### src/inc/pwmcsc_pkg.sv
// constants for the three-channel compare state logic
// How it works
// (RULE1) each channel compares timer count with its compare value for equality
// (RULE2) shadow compare value copies to active value only on shadow transfer
// (RULE3) state logic uses direction, run bit, zero match, channel match, mode
// (RULE4) software set and clear requests force each state bit directly
// (RULE5) hysteresis inputs are ignored in normal compare mode
// (RULE6) match while counting up raises up event, down raises down event
// (RULE7) match events do not depend on the state bit
// (RULE8) compare switching changes state bits only while timer runs
// (RULE9) tick after match counting up sets the state bit
// (RULE10) tick after zero match with compare match counting up sets state
// (RULE11) tick after match counting down clears the state bit
// (RULE12) tick after zero match without compare match counting up clears state
// (RULE13) compare value zero keeps state at one, full duty cycle
// (RULE14) change from one to zero still gives one low tick
// (RULE15) compare value period plus one never sets, zero duty cycle
// (RULE16) mode 1001 lets a low hysteresis input clear the state bit
// (RULE17) in hysteresis mode state held low while input low
// (RULE18) hysteresis inputs sampled on module clock, not timer tick
// (RULE19) passive output drives level select, active drives its inverse
// (RULE20) software picks passive level that keeps the power switch off
// (RULE21) direction flag zero counts up, one counts down
// (RULE22) zero match at count zero, one match at count one
// (RULE23) state bits, compare and shadow values reset to zero
package pwmcsc_pkg;
  localparam int NUM_CH = 3;
  localparam int CNT_W = 16;
  localparam int MSEL_W = 4;
  localparam int ADDR_W = 4;
  localparam int DATA_W = 16;
  // register offsets
  localparam logic [3:0] ADDR_SHADOW0 = 4'h0;
  localparam logic [3:0] ADDR_SHADOW1 = 4'h1;
  localparam logic [3:0] ADDR_SHADOW2 = 4'h2;
  localparam logic [3:0] ADDR_ACTIVE0 = 4'h3;
  localparam logic [3:0] ADDR_ACTIVE1 = 4'h4;
  localparam logic [3:0] ADDR_ACTIVE2 = 4'h5;
  localparam logic [3:0] ADDR_MODE_SEL = 4'h6;
  localparam logic [3:0] ADDR_CMP_STATE = 4'h7;
  localparam logic [3:0] ADDR_STATE_MOD = 4'h8;
  localparam logic [3:0] ADDR_LEVEL_SEL = 4'h9;
  // field positions
  localparam int MOD_SET_POS = 0;
  localparam int MOD_CLR_POS = 8;
  // mode codes
  localparam logic [3:0] MSEL_OFF = 4'h0;
  localparam logic [3:0] MSEL_CMP_A = 4'h1;
  localparam logic [3:0] MSEL_CMP_B = 4'h2;
  localparam logic [3:0] MSEL_CMP_C = 4'h3;
  localparam logic [3:0] MSEL_HYST = 4'h9;
  // reset values
  localparam logic [15:0] RST_CMP = 16'h0000;
  localparam logic [2:0] RST_STATE = 3'h0;
  localparam logic [11:0] RST_MSEL = 12'h000;
  localparam logic [2:0] RST_LEVEL = 3'h0;
  localparam logic [15:0] ZERO_COUNT = 16'h0000;
  localparam logic [15:0] ONE_COUNT = 16'h0001;
  localparam logic [15:0] RD_ZERO = 16'h0000;
endpackage

### src/rtl/pwmcsc_top.sv
// three compare channels with state bits, events and level selection
//
// Added by the designer: the address map and the address-and-strobe port.
`timescale 1ns/1ps
module pwmcsc_top #(
  parameter int NUM_CH = 3,
  parameter int CNT_W = 16
) (
  // clock and reset
  input wire logic ref_clk,
  input wire logic rst,
  // period timer status
  input wire logic [15:0] timer_count,
  input wire logic count_direction,
  input wire logic timer_run_bit,
  input wire logic timer_tick,
  input wire logic timer_shadow_transfer,
  // overcurrent comparator pins
  input wire logic [2:0] hysteresis_input,
  // register port
  input wire logic [3:0] reg_addr,
  input wire logic [15:0] reg_wdata,
  input wire logic reg_wr,
  input wire logic reg_rd,
  output logic [15:0] reg_rdata,
  // channel results
  output logic [2:0] channel_match,
  output logic zero_match,
  output logic one_match,
  output logic [2:0] channel_state_bit,
  output logic [2:0] match_up_event,
  output logic [2:0] match_down_event,
  output logic [2:0] channel_pin
);

  // what a channel's mode field asks of it
  typedef enum {
    PWMCSC_OFF,
    PWMCSC_COMPARE,
    PWMCSC_HYST,
    PWMCSC_OTHER
  } pwmcsc_mode_t;

  // compare registers per channel
  logic [15:0] compare_shadow_value_ff [3];
  logic [15:0] active_compare_value_ff [3];
  // mode and level selection registers
  logic [11:0] mode_select_ff;
  logic [2:0] level_sel_ff;
  pwmcsc_mode_t ch_mode [3];
  logic [2:0] rules_on;
  // state bits and their next values
  logic [2:0] state_ff;
  logic [2:0] nxt_state;
  // conditions latched at one tick for the next
  logic [2:0] match_ff;
  logic [2:0] zero_and_match_ff;
  logic [2:0] zero_no_match_ff;
  logic [2:0] dir_at_match_ff;
  logic [2:0] run_at_match_ff;
  logic [2:0] pending_ff;
  // hysteresis synchroniser and filtered level
  logic [2:0] hyst_s1_ff;
  logic [2:0] hyst_s2_ff;
  logic [2:0] hyst_s3_ff;
  logic [2:0] hyst_level_ff;
  logic [2:0] hyst_mode;
  logic [2:0] hyst_block;
  // events, pins and read data
  logic [2:0] up_ev_ff;
  logic [2:0] down_ev_ff;
  logic [2:0] pin_ff;
  logic [2:0] nxt_pin;
  logic [15:0] rdata_ff;
  logic [15:0] rd_word;
  // register strobes decoded by address
  logic [2:0] shadow_wr;
  logic mod_wr;
  logic mode_wr;
  logic level_wr;
  // software requests and switching decisions
  logic [2:0] set_req;
  logic [2:0] clr_req;
  logic [2:0] rule_fire;
  logic [2:0] rule_value;

  // channel mode field
  function automatic logic [3:0] mode_of(input logic [11:0] m, input int ch);
    mode_of = m[ch*4 +: 4];
  endfunction

  // decode a mode field into the kind of channel it selects
  function automatic pwmcsc_mode_t mode_kind(input logic [3:0] code);
    unique case (code)
      pwmcsc_pkg::MSEL_OFF: mode_kind = PWMCSC_OFF;
      pwmcsc_pkg::MSEL_CMP_A,
      pwmcsc_pkg::MSEL_CMP_B,
      pwmcsc_pkg::MSEL_CMP_C: mode_kind = PWMCSC_COMPARE;
      pwmcsc_pkg::MSEL_HYST: mode_kind = PWMCSC_HYST;
      default: mode_kind = PWMCSC_OTHER;
    endcase
  endfunction

  // register offset of a channel's shadow value
  function automatic logic [3:0] shadow_addr(input int ch);
    shadow_addr = pwmcsc_pkg::ADDR_SHADOW0 + 4'(ch);
  endfunction

  // equality of the count and a compare value
  function automatic logic is_equal(input logic [15:0] a, input logic [15:0] b);
    is_equal = (a == b);
  endfunction

  // widen a three-bit field to a read word
  function automatic logic [15:0] widen3(input logic [2:0] v);
    widen3 = {13'h0000, v};
  endfunction

  // whether any switching rule applies to a channel
  function automatic logic rule_any(input logic hit, input logic zm, input logic znm);
    rule_any = hit || zm || znm;
  endfunction

  // level the switching rules give once a rule fires
  function automatic logic rule_level(input logic up_hit, input logic zm_hit);
    rule_level = up_hit || zm_hit; // RULE9 RULE10
  endfunction

  // counter flags
  assign zero_match = is_equal(timer_count, pwmcsc_pkg::ZERO_COUNT); // RULE22
  assign one_match = is_equal(timer_count, pwmcsc_pkg::ONE_COUNT); // RULE22

  // equality comparators, one per channel
  always_comb begin
    for (int i = 0; i < NUM_CH; i++) begin
      channel_match[i] = is_equal(timer_count, active_compare_value_ff[i]); // RULE1
    end
  end

  // register write strobes
  always_comb begin
    for (int i = 0; i < NUM_CH; i++) begin
      shadow_wr[i] = reg_wr && reg_addr == shadow_addr(i);
    end
  end
  assign mod_wr = reg_wr && reg_addr == pwmcsc_pkg::ADDR_STATE_MOD;
  assign mode_wr = reg_wr && reg_addr == pwmcsc_pkg::ADDR_MODE_SEL;
  assign level_wr = reg_wr && reg_addr == pwmcsc_pkg::ADDR_LEVEL_SEL;

  // compare shadow registers, written by software
  always_ff @(posedge ref_clk) begin
    if (rst) begin
      for (int i = 0; i < NUM_CH; i++) begin
        compare_shadow_value_ff[i] <= pwmcsc_pkg::RST_CMP; // RULE23
      end
    end else begin
      for (int i = 0; i < NUM_CH; i++) begin
        if (shadow_wr[i]) begin
          compare_shadow_value_ff[i] <= reg_wdata;
        end
      end
    end
  end

  // active compare registers, loaded only by shadow transfer
  always_ff @(posedge ref_clk) begin
    if (rst) begin
      for (int i = 0; i < NUM_CH; i++) begin
        active_compare_value_ff[i] <= pwmcsc_pkg::RST_CMP; // RULE23
      end
    end else if (timer_shadow_transfer) begin
      for (int i = 0; i < NUM_CH; i++) begin
        active_compare_value_ff[i] <= compare_shadow_value_ff[i]; // RULE2
      end
    end
  end

  // mode select register, four bits per channel
  always_ff @(posedge ref_clk) begin
    if (rst) begin
      mode_select_ff <= pwmcsc_pkg::RST_MSEL;
    end else if (mode_wr) begin
      mode_select_ff <= reg_wdata[11:0];
    end
  end

  // passive level select register
  always_ff @(posedge ref_clk) begin
    if (rst) begin
      level_sel_ff <= pwmcsc_pkg::RST_LEVEL;
    end else if (level_wr) begin
      level_sel_ff <= reg_wdata[2:0]; // RULE19
    end
  end

  // three-flop synchroniser for the comparator pins
  always_ff @(posedge ref_clk) begin
    if (rst) begin
      hyst_s1_ff <= 3'h7;
      hyst_s2_ff <= 3'h7;
      hyst_s3_ff <= 3'h7;
    end else begin
      hyst_s1_ff <= hysteresis_input; // RULE18
      hyst_s2_ff <= hyst_s1_ff;
      hyst_s3_ff <= hyst_s2_ff;
    end
  end

  // level accepted only when second and third flops agree
  always_ff @(posedge ref_clk) begin
    if (rst) begin
      hyst_level_ff <= 3'h7;
    end else begin
      for (int i = 0; i < NUM_CH; i++) begin
        if (hyst_s2_ff[i] == hyst_s3_ff[i]) begin
          hyst_level_ff[i] <= hyst_s3_ff[i];
        end
      end
    end
  end

  // per-channel mode decode; hysteresis input acts only in its own mode
  always_comb begin
    for (int i = 0; i < NUM_CH; i++) begin
      ch_mode[i] = mode_kind(mode_of(mode_select_ff, i));
      rules_on[i] = ch_mode[i] == PWMCSC_COMPARE || ch_mode[i] == PWMCSC_HYST; // RULE3
      hyst_mode[i] = ch_mode[i] == PWMCSC_HYST; // RULE5 RULE16
      hyst_block[i] = hyst_mode[i] && !hyst_level_ff[i]; // RULE17
    end
  end

  // compare match away from zero, latched at each tick
  always_ff @(posedge ref_clk) begin
    if (rst) begin
      match_ff <= 3'h0;
    end else if (timer_tick) begin
      match_ff <= channel_match & {3{!zero_match}};
    end
  end

  // zero match together with a compare match, counting up
  always_ff @(posedge ref_clk) begin
    if (rst) begin
      zero_and_match_ff <= 3'h0;
    end else if (timer_tick) begin
      zero_and_match_ff <= channel_match & {3{zero_match && !count_direction}}; // RULE10 RULE13
    end
  end

  // zero match without a compare match, counting up
  always_ff @(posedge ref_clk) begin
    if (rst) begin
      zero_no_match_ff <= 3'h0;
    end else if (timer_tick) begin
      zero_no_match_ff <= ~channel_match & {3{zero_match && !count_direction}}; // RULE12
    end
  end

  // count direction at the latching tick
  always_ff @(posedge ref_clk) begin
    if (rst) begin
      dir_at_match_ff <= 3'h0;
    end else if (timer_tick) begin
      dir_at_match_ff <= {3{count_direction}}; // RULE21
    end
  end

  // run bit at the latching tick
  always_ff @(posedge ref_clk) begin
    if (rst) begin
      run_at_match_ff <= 3'h0;
    end else if (timer_tick) begin
      run_at_match_ff <= {3{timer_run_bit}}; // RULE8
    end
  end

  // first tick seen, so latched conditions are valid
  always_ff @(posedge ref_clk) begin
    if (rst) begin
      pending_ff <= 3'h0;
    end else if (timer_tick) begin
      pending_ff <= 3'h7;
    end
  end

  // software set and clear requests; set wins if both are given
  always_comb begin
    set_req = 3'h0;
    clr_req = 3'h0;
    if (mod_wr) begin
      set_req = reg_wdata[pwmcsc_pkg::MOD_SET_POS +: 3];
      clr_req = reg_wdata[pwmcsc_pkg::MOD_CLR_POS +: 3] & ~set_req; // RULE4
    end
  end

  // which channels the switching rules move at this tick
  always_comb begin
    for (int i = 0; i < NUM_CH; i++) begin
      rule_fire[i] = timer_tick && pending_ff[i] && run_at_match_ff[i] && timer_run_bit && rules_on[i]
        && rule_any(match_ff[i], zero_and_match_ff[i], zero_no_match_ff[i]); // RULE3 RULE8
      rule_value[i] = rule_level(match_ff[i] && !dir_at_match_ff[i], zero_and_match_ff[i]); // RULE14 RULE15
    end
  end

  // next state: rules, then software, then hysteresis block
  always_comb begin
    nxt_state = state_ff;
    for (int i = 0; i < NUM_CH; i++) begin
      if (rule_fire[i]) begin
        nxt_state[i] = rule_value[i]; // RULE9 RULE11 RULE12 RULE13
      end
      if (set_req[i]) begin
        nxt_state[i] = 1'b1; // RULE4
      end else if (clr_req[i]) begin
        nxt_state[i] = 1'b0; // RULE4
      end
      if (hyst_block[i]) begin
        nxt_state[i] = 1'b0; // RULE16 RULE17
      end
    end
  end

  // state bits
  always_ff @(posedge ref_clk) begin
    if (rst) begin
      state_ff <= pwmcsc_pkg::RST_STATE; // RULE23
    end else begin
      state_ff <= nxt_state;
    end
  end
  assign channel_state_bit = state_ff;

  // up-count match events, independent of state bits
  always_ff @(posedge ref_clk) begin
    if (rst) begin
      up_ev_ff <= 3'h0;
    end else begin
      up_ev_ff <= channel_match & {3{timer_tick && !count_direction}}; // RULE6 RULE7
    end
  end
  assign match_up_event = up_ev_ff;

  // down-count match events, independent of state bits
  always_ff @(posedge ref_clk) begin
    if (rst) begin
      down_ev_ff <= 3'h0;
    end else begin
      down_ev_ff <= channel_match & {3{timer_tick && count_direction}}; // RULE6 RULE7
    end
  end
  assign match_down_event = down_ev_ff;

  // active state inverts the passive level
  assign nxt_pin = level_sel_ff ^ state_ff; // RULE19

  // pin register, one cycle behind the state bits
  always_ff @(posedge ref_clk) begin
    if (rst) begin
      pin_ff <= pwmcsc_pkg::RST_LEVEL;
    end else begin
      pin_ff <= nxt_pin;
    end
  end
  assign channel_pin = pin_ff;

  // read multiplexer by address; write-only and unmapped read zero
  always_comb begin
    rd_word = pwmcsc_pkg::RD_ZERO;
    case (reg_addr)
      pwmcsc_pkg::ADDR_SHADOW0: rd_word = compare_shadow_value_ff[0];
      pwmcsc_pkg::ADDR_SHADOW1: rd_word = compare_shadow_value_ff[1];
      pwmcsc_pkg::ADDR_SHADOW2: rd_word = compare_shadow_value_ff[2];
      pwmcsc_pkg::ADDR_ACTIVE0: rd_word = active_compare_value_ff[0];
      pwmcsc_pkg::ADDR_ACTIVE1: rd_word = active_compare_value_ff[1];
      pwmcsc_pkg::ADDR_ACTIVE2: rd_word = active_compare_value_ff[2];
      pwmcsc_pkg::ADDR_MODE_SEL: rd_word = {4'h0, mode_select_ff};
      pwmcsc_pkg::ADDR_CMP_STATE: rd_word = widen3(state_ff);
      pwmcsc_pkg::ADDR_LEVEL_SEL: rd_word = widen3(level_sel_ff);
      default: rd_word = pwmcsc_pkg::RD_ZERO;
    endcase
  end

  // read data register, data stand only in the cycle after the strobe
  always_ff @(posedge ref_clk) begin
    if (rst) begin
      rdata_ff <= pwmcsc_pkg::RD_ZERO;
    end else if (reg_rd) begin
      rdata_ff <= rd_word;
    end else begin
      rdata_ff <= pwmcsc_pkg::RD_ZERO;
    end
  end
  assign reg_rdata = rdata_ff;

endmodule

### config.mk
export PLATFORM = sky130hd
export DESIGN_NAME = pwmcsc_top
export DESIGN_NICKNAME = d
export VERILOG_FILES = /design/src/inc/pwmcsc_pkg.sv /design/src/rtl/pwmcsc_top.sv
export SDC_FILE = /design/constraint.sdc
export NUM_CORES = 1
export LEC_CHECK = 0
export BUFFER_PORTS_ARGS = -buffer_cell sky130_fd_sc_hd__clkbuf_2
export CAP_MARGIN = 20
export CORE_AREA = 2 2 98 172
export CTS_CLUSTER_DIAMETER = 60
export CTS_CLUSTER_SIZE = 8
export DETAILED_ROUTE_END_ITERATION = 10
export DIE_AREA = 0 0 100 174
export HOLD_SLACK_MARGIN = 0.05
export PLACE_DENSITY = 0.74
export RECOVER_POWER = 100
export SYNTH_ARGS = -nofsm -noshare
export SYNTH_HDL_FRONTEND = slang
export SYNTH_SLANG_ARGS = --single-unit
### constraint.sdc
create_clock -name ref_clk -period 2.1 [get_ports ref_clk]
set_input_delay 0.63 -clock ref_clk [delete_from_list [all_inputs] [get_ports ref_clk]]
set_output_delay 0.63 -clock ref_clk [all_outputs]
set_load 0.1 [all_outputs]
==> summary.md <==
| Metric | Value |
|---|---|
| Worst vdd ir | 0.5538 mV |
| CP Cell Sequence | xor2_1 > nor4_2 > buf_4 > nand4_1 > buf_4 > clkinvlp_4 > buf_12 |
| Synth async-reset ratio | 0% |
| Detailed Routing Iterations Pass 1 | 4 |
| Most used cell, CP | buf_4 |
| Dpl cells | 913 |
| Core area | 0.01614 mm^2 |
| WP data arrival | 2.27 ns |
| Total wire length | 19800 um |
| Max Cap Viol | 0 |
| Clock tree buffer depth | 2 |
| Detailed Place HPWL | 14980 um |
| Largest net degree at the start of global routing | 49 |
| Slew HR | 42.19% |
| Clk sink count | 163 |
| CTS buffer count | 17 |
| Starting density of the core | 44.00% |
| Yosys reg bits | 163 |
| GRT Residual Overflow | 0 |
| CTS root buffer | clkbuf_16 |
| Post-Syn Area | 0.007099 mm^2 |
| Clk Latency, worst-skew pair | 0.43 ns |
| Vias/cell | 5.507 |
| Placer's final routability congestion estimate | 0.9805 |
| Worst Hold Launch | hysteresis_input[2] |
| Synth unique cells | 50 |
| Clk pin slew, worst setup/hold paths | 0.07 ns |
| Port bufs | 79 |
| Post-synth EDFFs | 96 |
| Synthesized instance count | 593 |
| Commonest non-fill, non-tap cell in the layout | edfxtp_1 |
| Critical path class | flip-flop to output pin |
| Setup ws final | -0.7962 ns |
| Top FF cell, synth | edfxtp_1 |
| Fmax | 345.3 MHz |
| Rows | 62 |
| Total track usage | 23.31% |
| Layout Nets | 794 |
| Seq/Total Area, Yosys | 59.50% |
| Power per cell area | 834.6 mW/mm^2 |
| Synth warn | 0 |
| Antenna viol nets, final | 0 |
| Min cycle time layout | 2.896 ns |
| Chip Height | 174 um |
| Crit. End Element | output pin |
| H-tree level count | 4 |
| Leak pwr | 3.607 nW |
| Die ar. | 0.01740 mm^2 |
| RSZ-0062 raised after global routing | true |
| Critical path startpoint category | flip-flop |
| Initial antenna violation count | 0 |
| Final worst path period share | 137.9% |
| WP data required | 1.47 ns |
| Multi-input logic area | 0.002800 mm^2 |
| Setup violators final | 5 |
| Reg2reg start | active_compare_value_ff[0][15]$_SDFFCE_PN0P_ |
| CTS tree | done |
| Synth-to-Final Area Change | 26.91% |
| Vias in the first global route | 5536 |
| Share of cells above drive strength 1 | 28.27% |
| Ant diodes | 0 |
| Slowest cell on crit path | edfxtp_1 |
| Final Hold Viols | 0 |
| Worst Max-Slew Pin Slew | 0.8672 ns |
| Die X | 100 um |
| Drt drc | 0 |
| Storage cell area | 0.004224 mm^2 |
| Status | finished, violations left |
| Max-slew violations | 0 |
| Non-Filler Instances | 949 |
| Violated checks | setup timing |
| CP startpoint | active_compare_value_ff[0][15]$_SDFFCE_PN0P_ |
| First-pass GRT wire length | 30190 um |
| Avg Inst Size Synth | 11.97 um^2 |
| Critical path fanouts, max | 2 |
| Fillers | 1334 |
| Place WS | -0.7277 ns |
| Max incr delay on CP | 0.42 ns |
| Hold_ws | 0.3791 ns |
| Mapped Nets | 643 |
| Layout Skew | 0.007933 ns |
| Initial DRC Count | 352 |
| Vias | 5226 |
| Commonest cells after routing, fill and taps aside | edfxtp_1 (96), clkbuf_2 (70), dfxtp_1 (67) |
| Total I/O pin count | 80 |
| Routed len/inst | 20.87 um |
| Hold Path Class | primary input to flip-flop |
==> state kept, by name, summed over array words and instances, names as in the netlist, 12 cells and up <==
register and count:
active_compare_value_ff 48, compare_shadow_value_ff 48, reg_rdata 16, mode_select_ff 12
==> stage by stage <==
step / area (um^2) / TNS (ns) / total power (W) / utilization [%]
2_1_floorplan: 7181 / -1.308 / 0.004031 / -
3_5_place_dp: 8369 / -5.524 / 0.004357 / 51.87
4_1_cts: 9096 / -2.666 / 0.007554 / 56.37
6_report: 9010 / -2.799 / 0.007520 / 55.84
3_3_place_gp: 8369 / -5.103 / 0.004343 / 51.87
5_1_grt: 9010 / -3.518 / 0.007711 / 55.84
==> final cells by class <==
class | count | area share, %
flip-flops and latches | 163 | 46.88
multi-input cells | 393 | 31.08
repair buffers | 161 | 12.15
clock buffers | 19 | 4.805
well taps | 192 | 2.666
clock inverters | 13 | 1.958
inverters | 8 | 0.4583
==> critical path: cells and delay by family (launching register included) <==
family	cells	cell delay, ns
XOR/XNOR	1	0.18
flip-flops	1	0.42
buffers and inverters	4	0.65
AND/OR/NAND/NOR	2	0.59
==> path summary, 6_finish.rpt <==
check,endpoint,slack (ns),cells past startpoint
worst max-delay path,channel_match[0],-0.80,7
worst min-delay path,hyst_s1_ff[2]$_SDFF_PP1_,0.38,2
worst max register to register,zero_no_match_ff[0]$_SDFFE_PP0P_,0.04,7
worst min register to register,hyst_s2_ff[0]$_SDFF_PP1_,0.41,1
==> cell usage after synthesis, types with 7 or more instances <==
| library cell | number | area share, % |
|---|---|---|
| a31oi_1 | 16 | 1.4 |
| or2_2 | 11 | 0.97 |
| edfxtp_1 | 96 | 41 |
| nor2b_1 | 7 | 0.62 |
| nor4_1 | 18 | 1.6 |
| buf_4 | 8 | 0.85 |
| inv_1 | 8 | 0.42 |
| and2_1 | 64 | 5.6 |
| a22o_1 | 7 | 0.86 |
| buf_2 | 8 | 0.56 |
| nor2_1 | 49 | 2.6 |
| o21ai_0 | 7 | 0.49 |
| a22oi_1 | 25 | 2.6 |
| dfxtp_1 | 67 | 19 |
| nand2_1 | 20 | 1.1 |
| xor2_1 | 48 | 5.9 |
| clkbuf_1 | 11 | 0.58 |
| a21oi_1 | 18 | 1.3 |
| mux2i_1 | 32 | 4.5 |
==> per-layer routing <==
layer	routed length [um]	track usage, %	vias to the layer above
met2	10960	43.75	173
li1	-	-	2456
met3	942	5.107	53
met4	795	10.84	0
met5	0	0	-
met1	7102	23.93	2544
==> cell families (layout without fill, tap and decap cells) <==
| group | Yosys count | after routing | synth area share [%] |
|---|---|---|---|
| mux | 35 | 35 | 4.988 |
| xor+xnor | 51 | 51 | 6.292 |
| buf+inv | 37 | 201 | 2.644 |
| compound gates | 103 | 103 | 10.15 |
| flops | 163 | 163 | 59.50 |
| fa+ha+maj | 3 | 3 | 0.5288 |
| simple gates | 201 | 201 | 15.90 |
==> power breakdown <==
group | internal (W) | switching, W | leakage [nW]
Clock | 0.00189 | 0.00131 | 0.287
Combinational | 0.000273 | 0.000393 | 1.79
Sequential | 0.00354 | 0.000103 | 1.53
==> what timing repair did <==
action                                  in CTS  in global routing
resized for setup                           18                  4
setup buffers                                3                  1
endpoints found under the setup margin       7                  7
pin swaps                                   11                  4
hold buffers                                 0                  0
hold endpoints to repair                     0                  0
(Power assumes the default switching activity.)
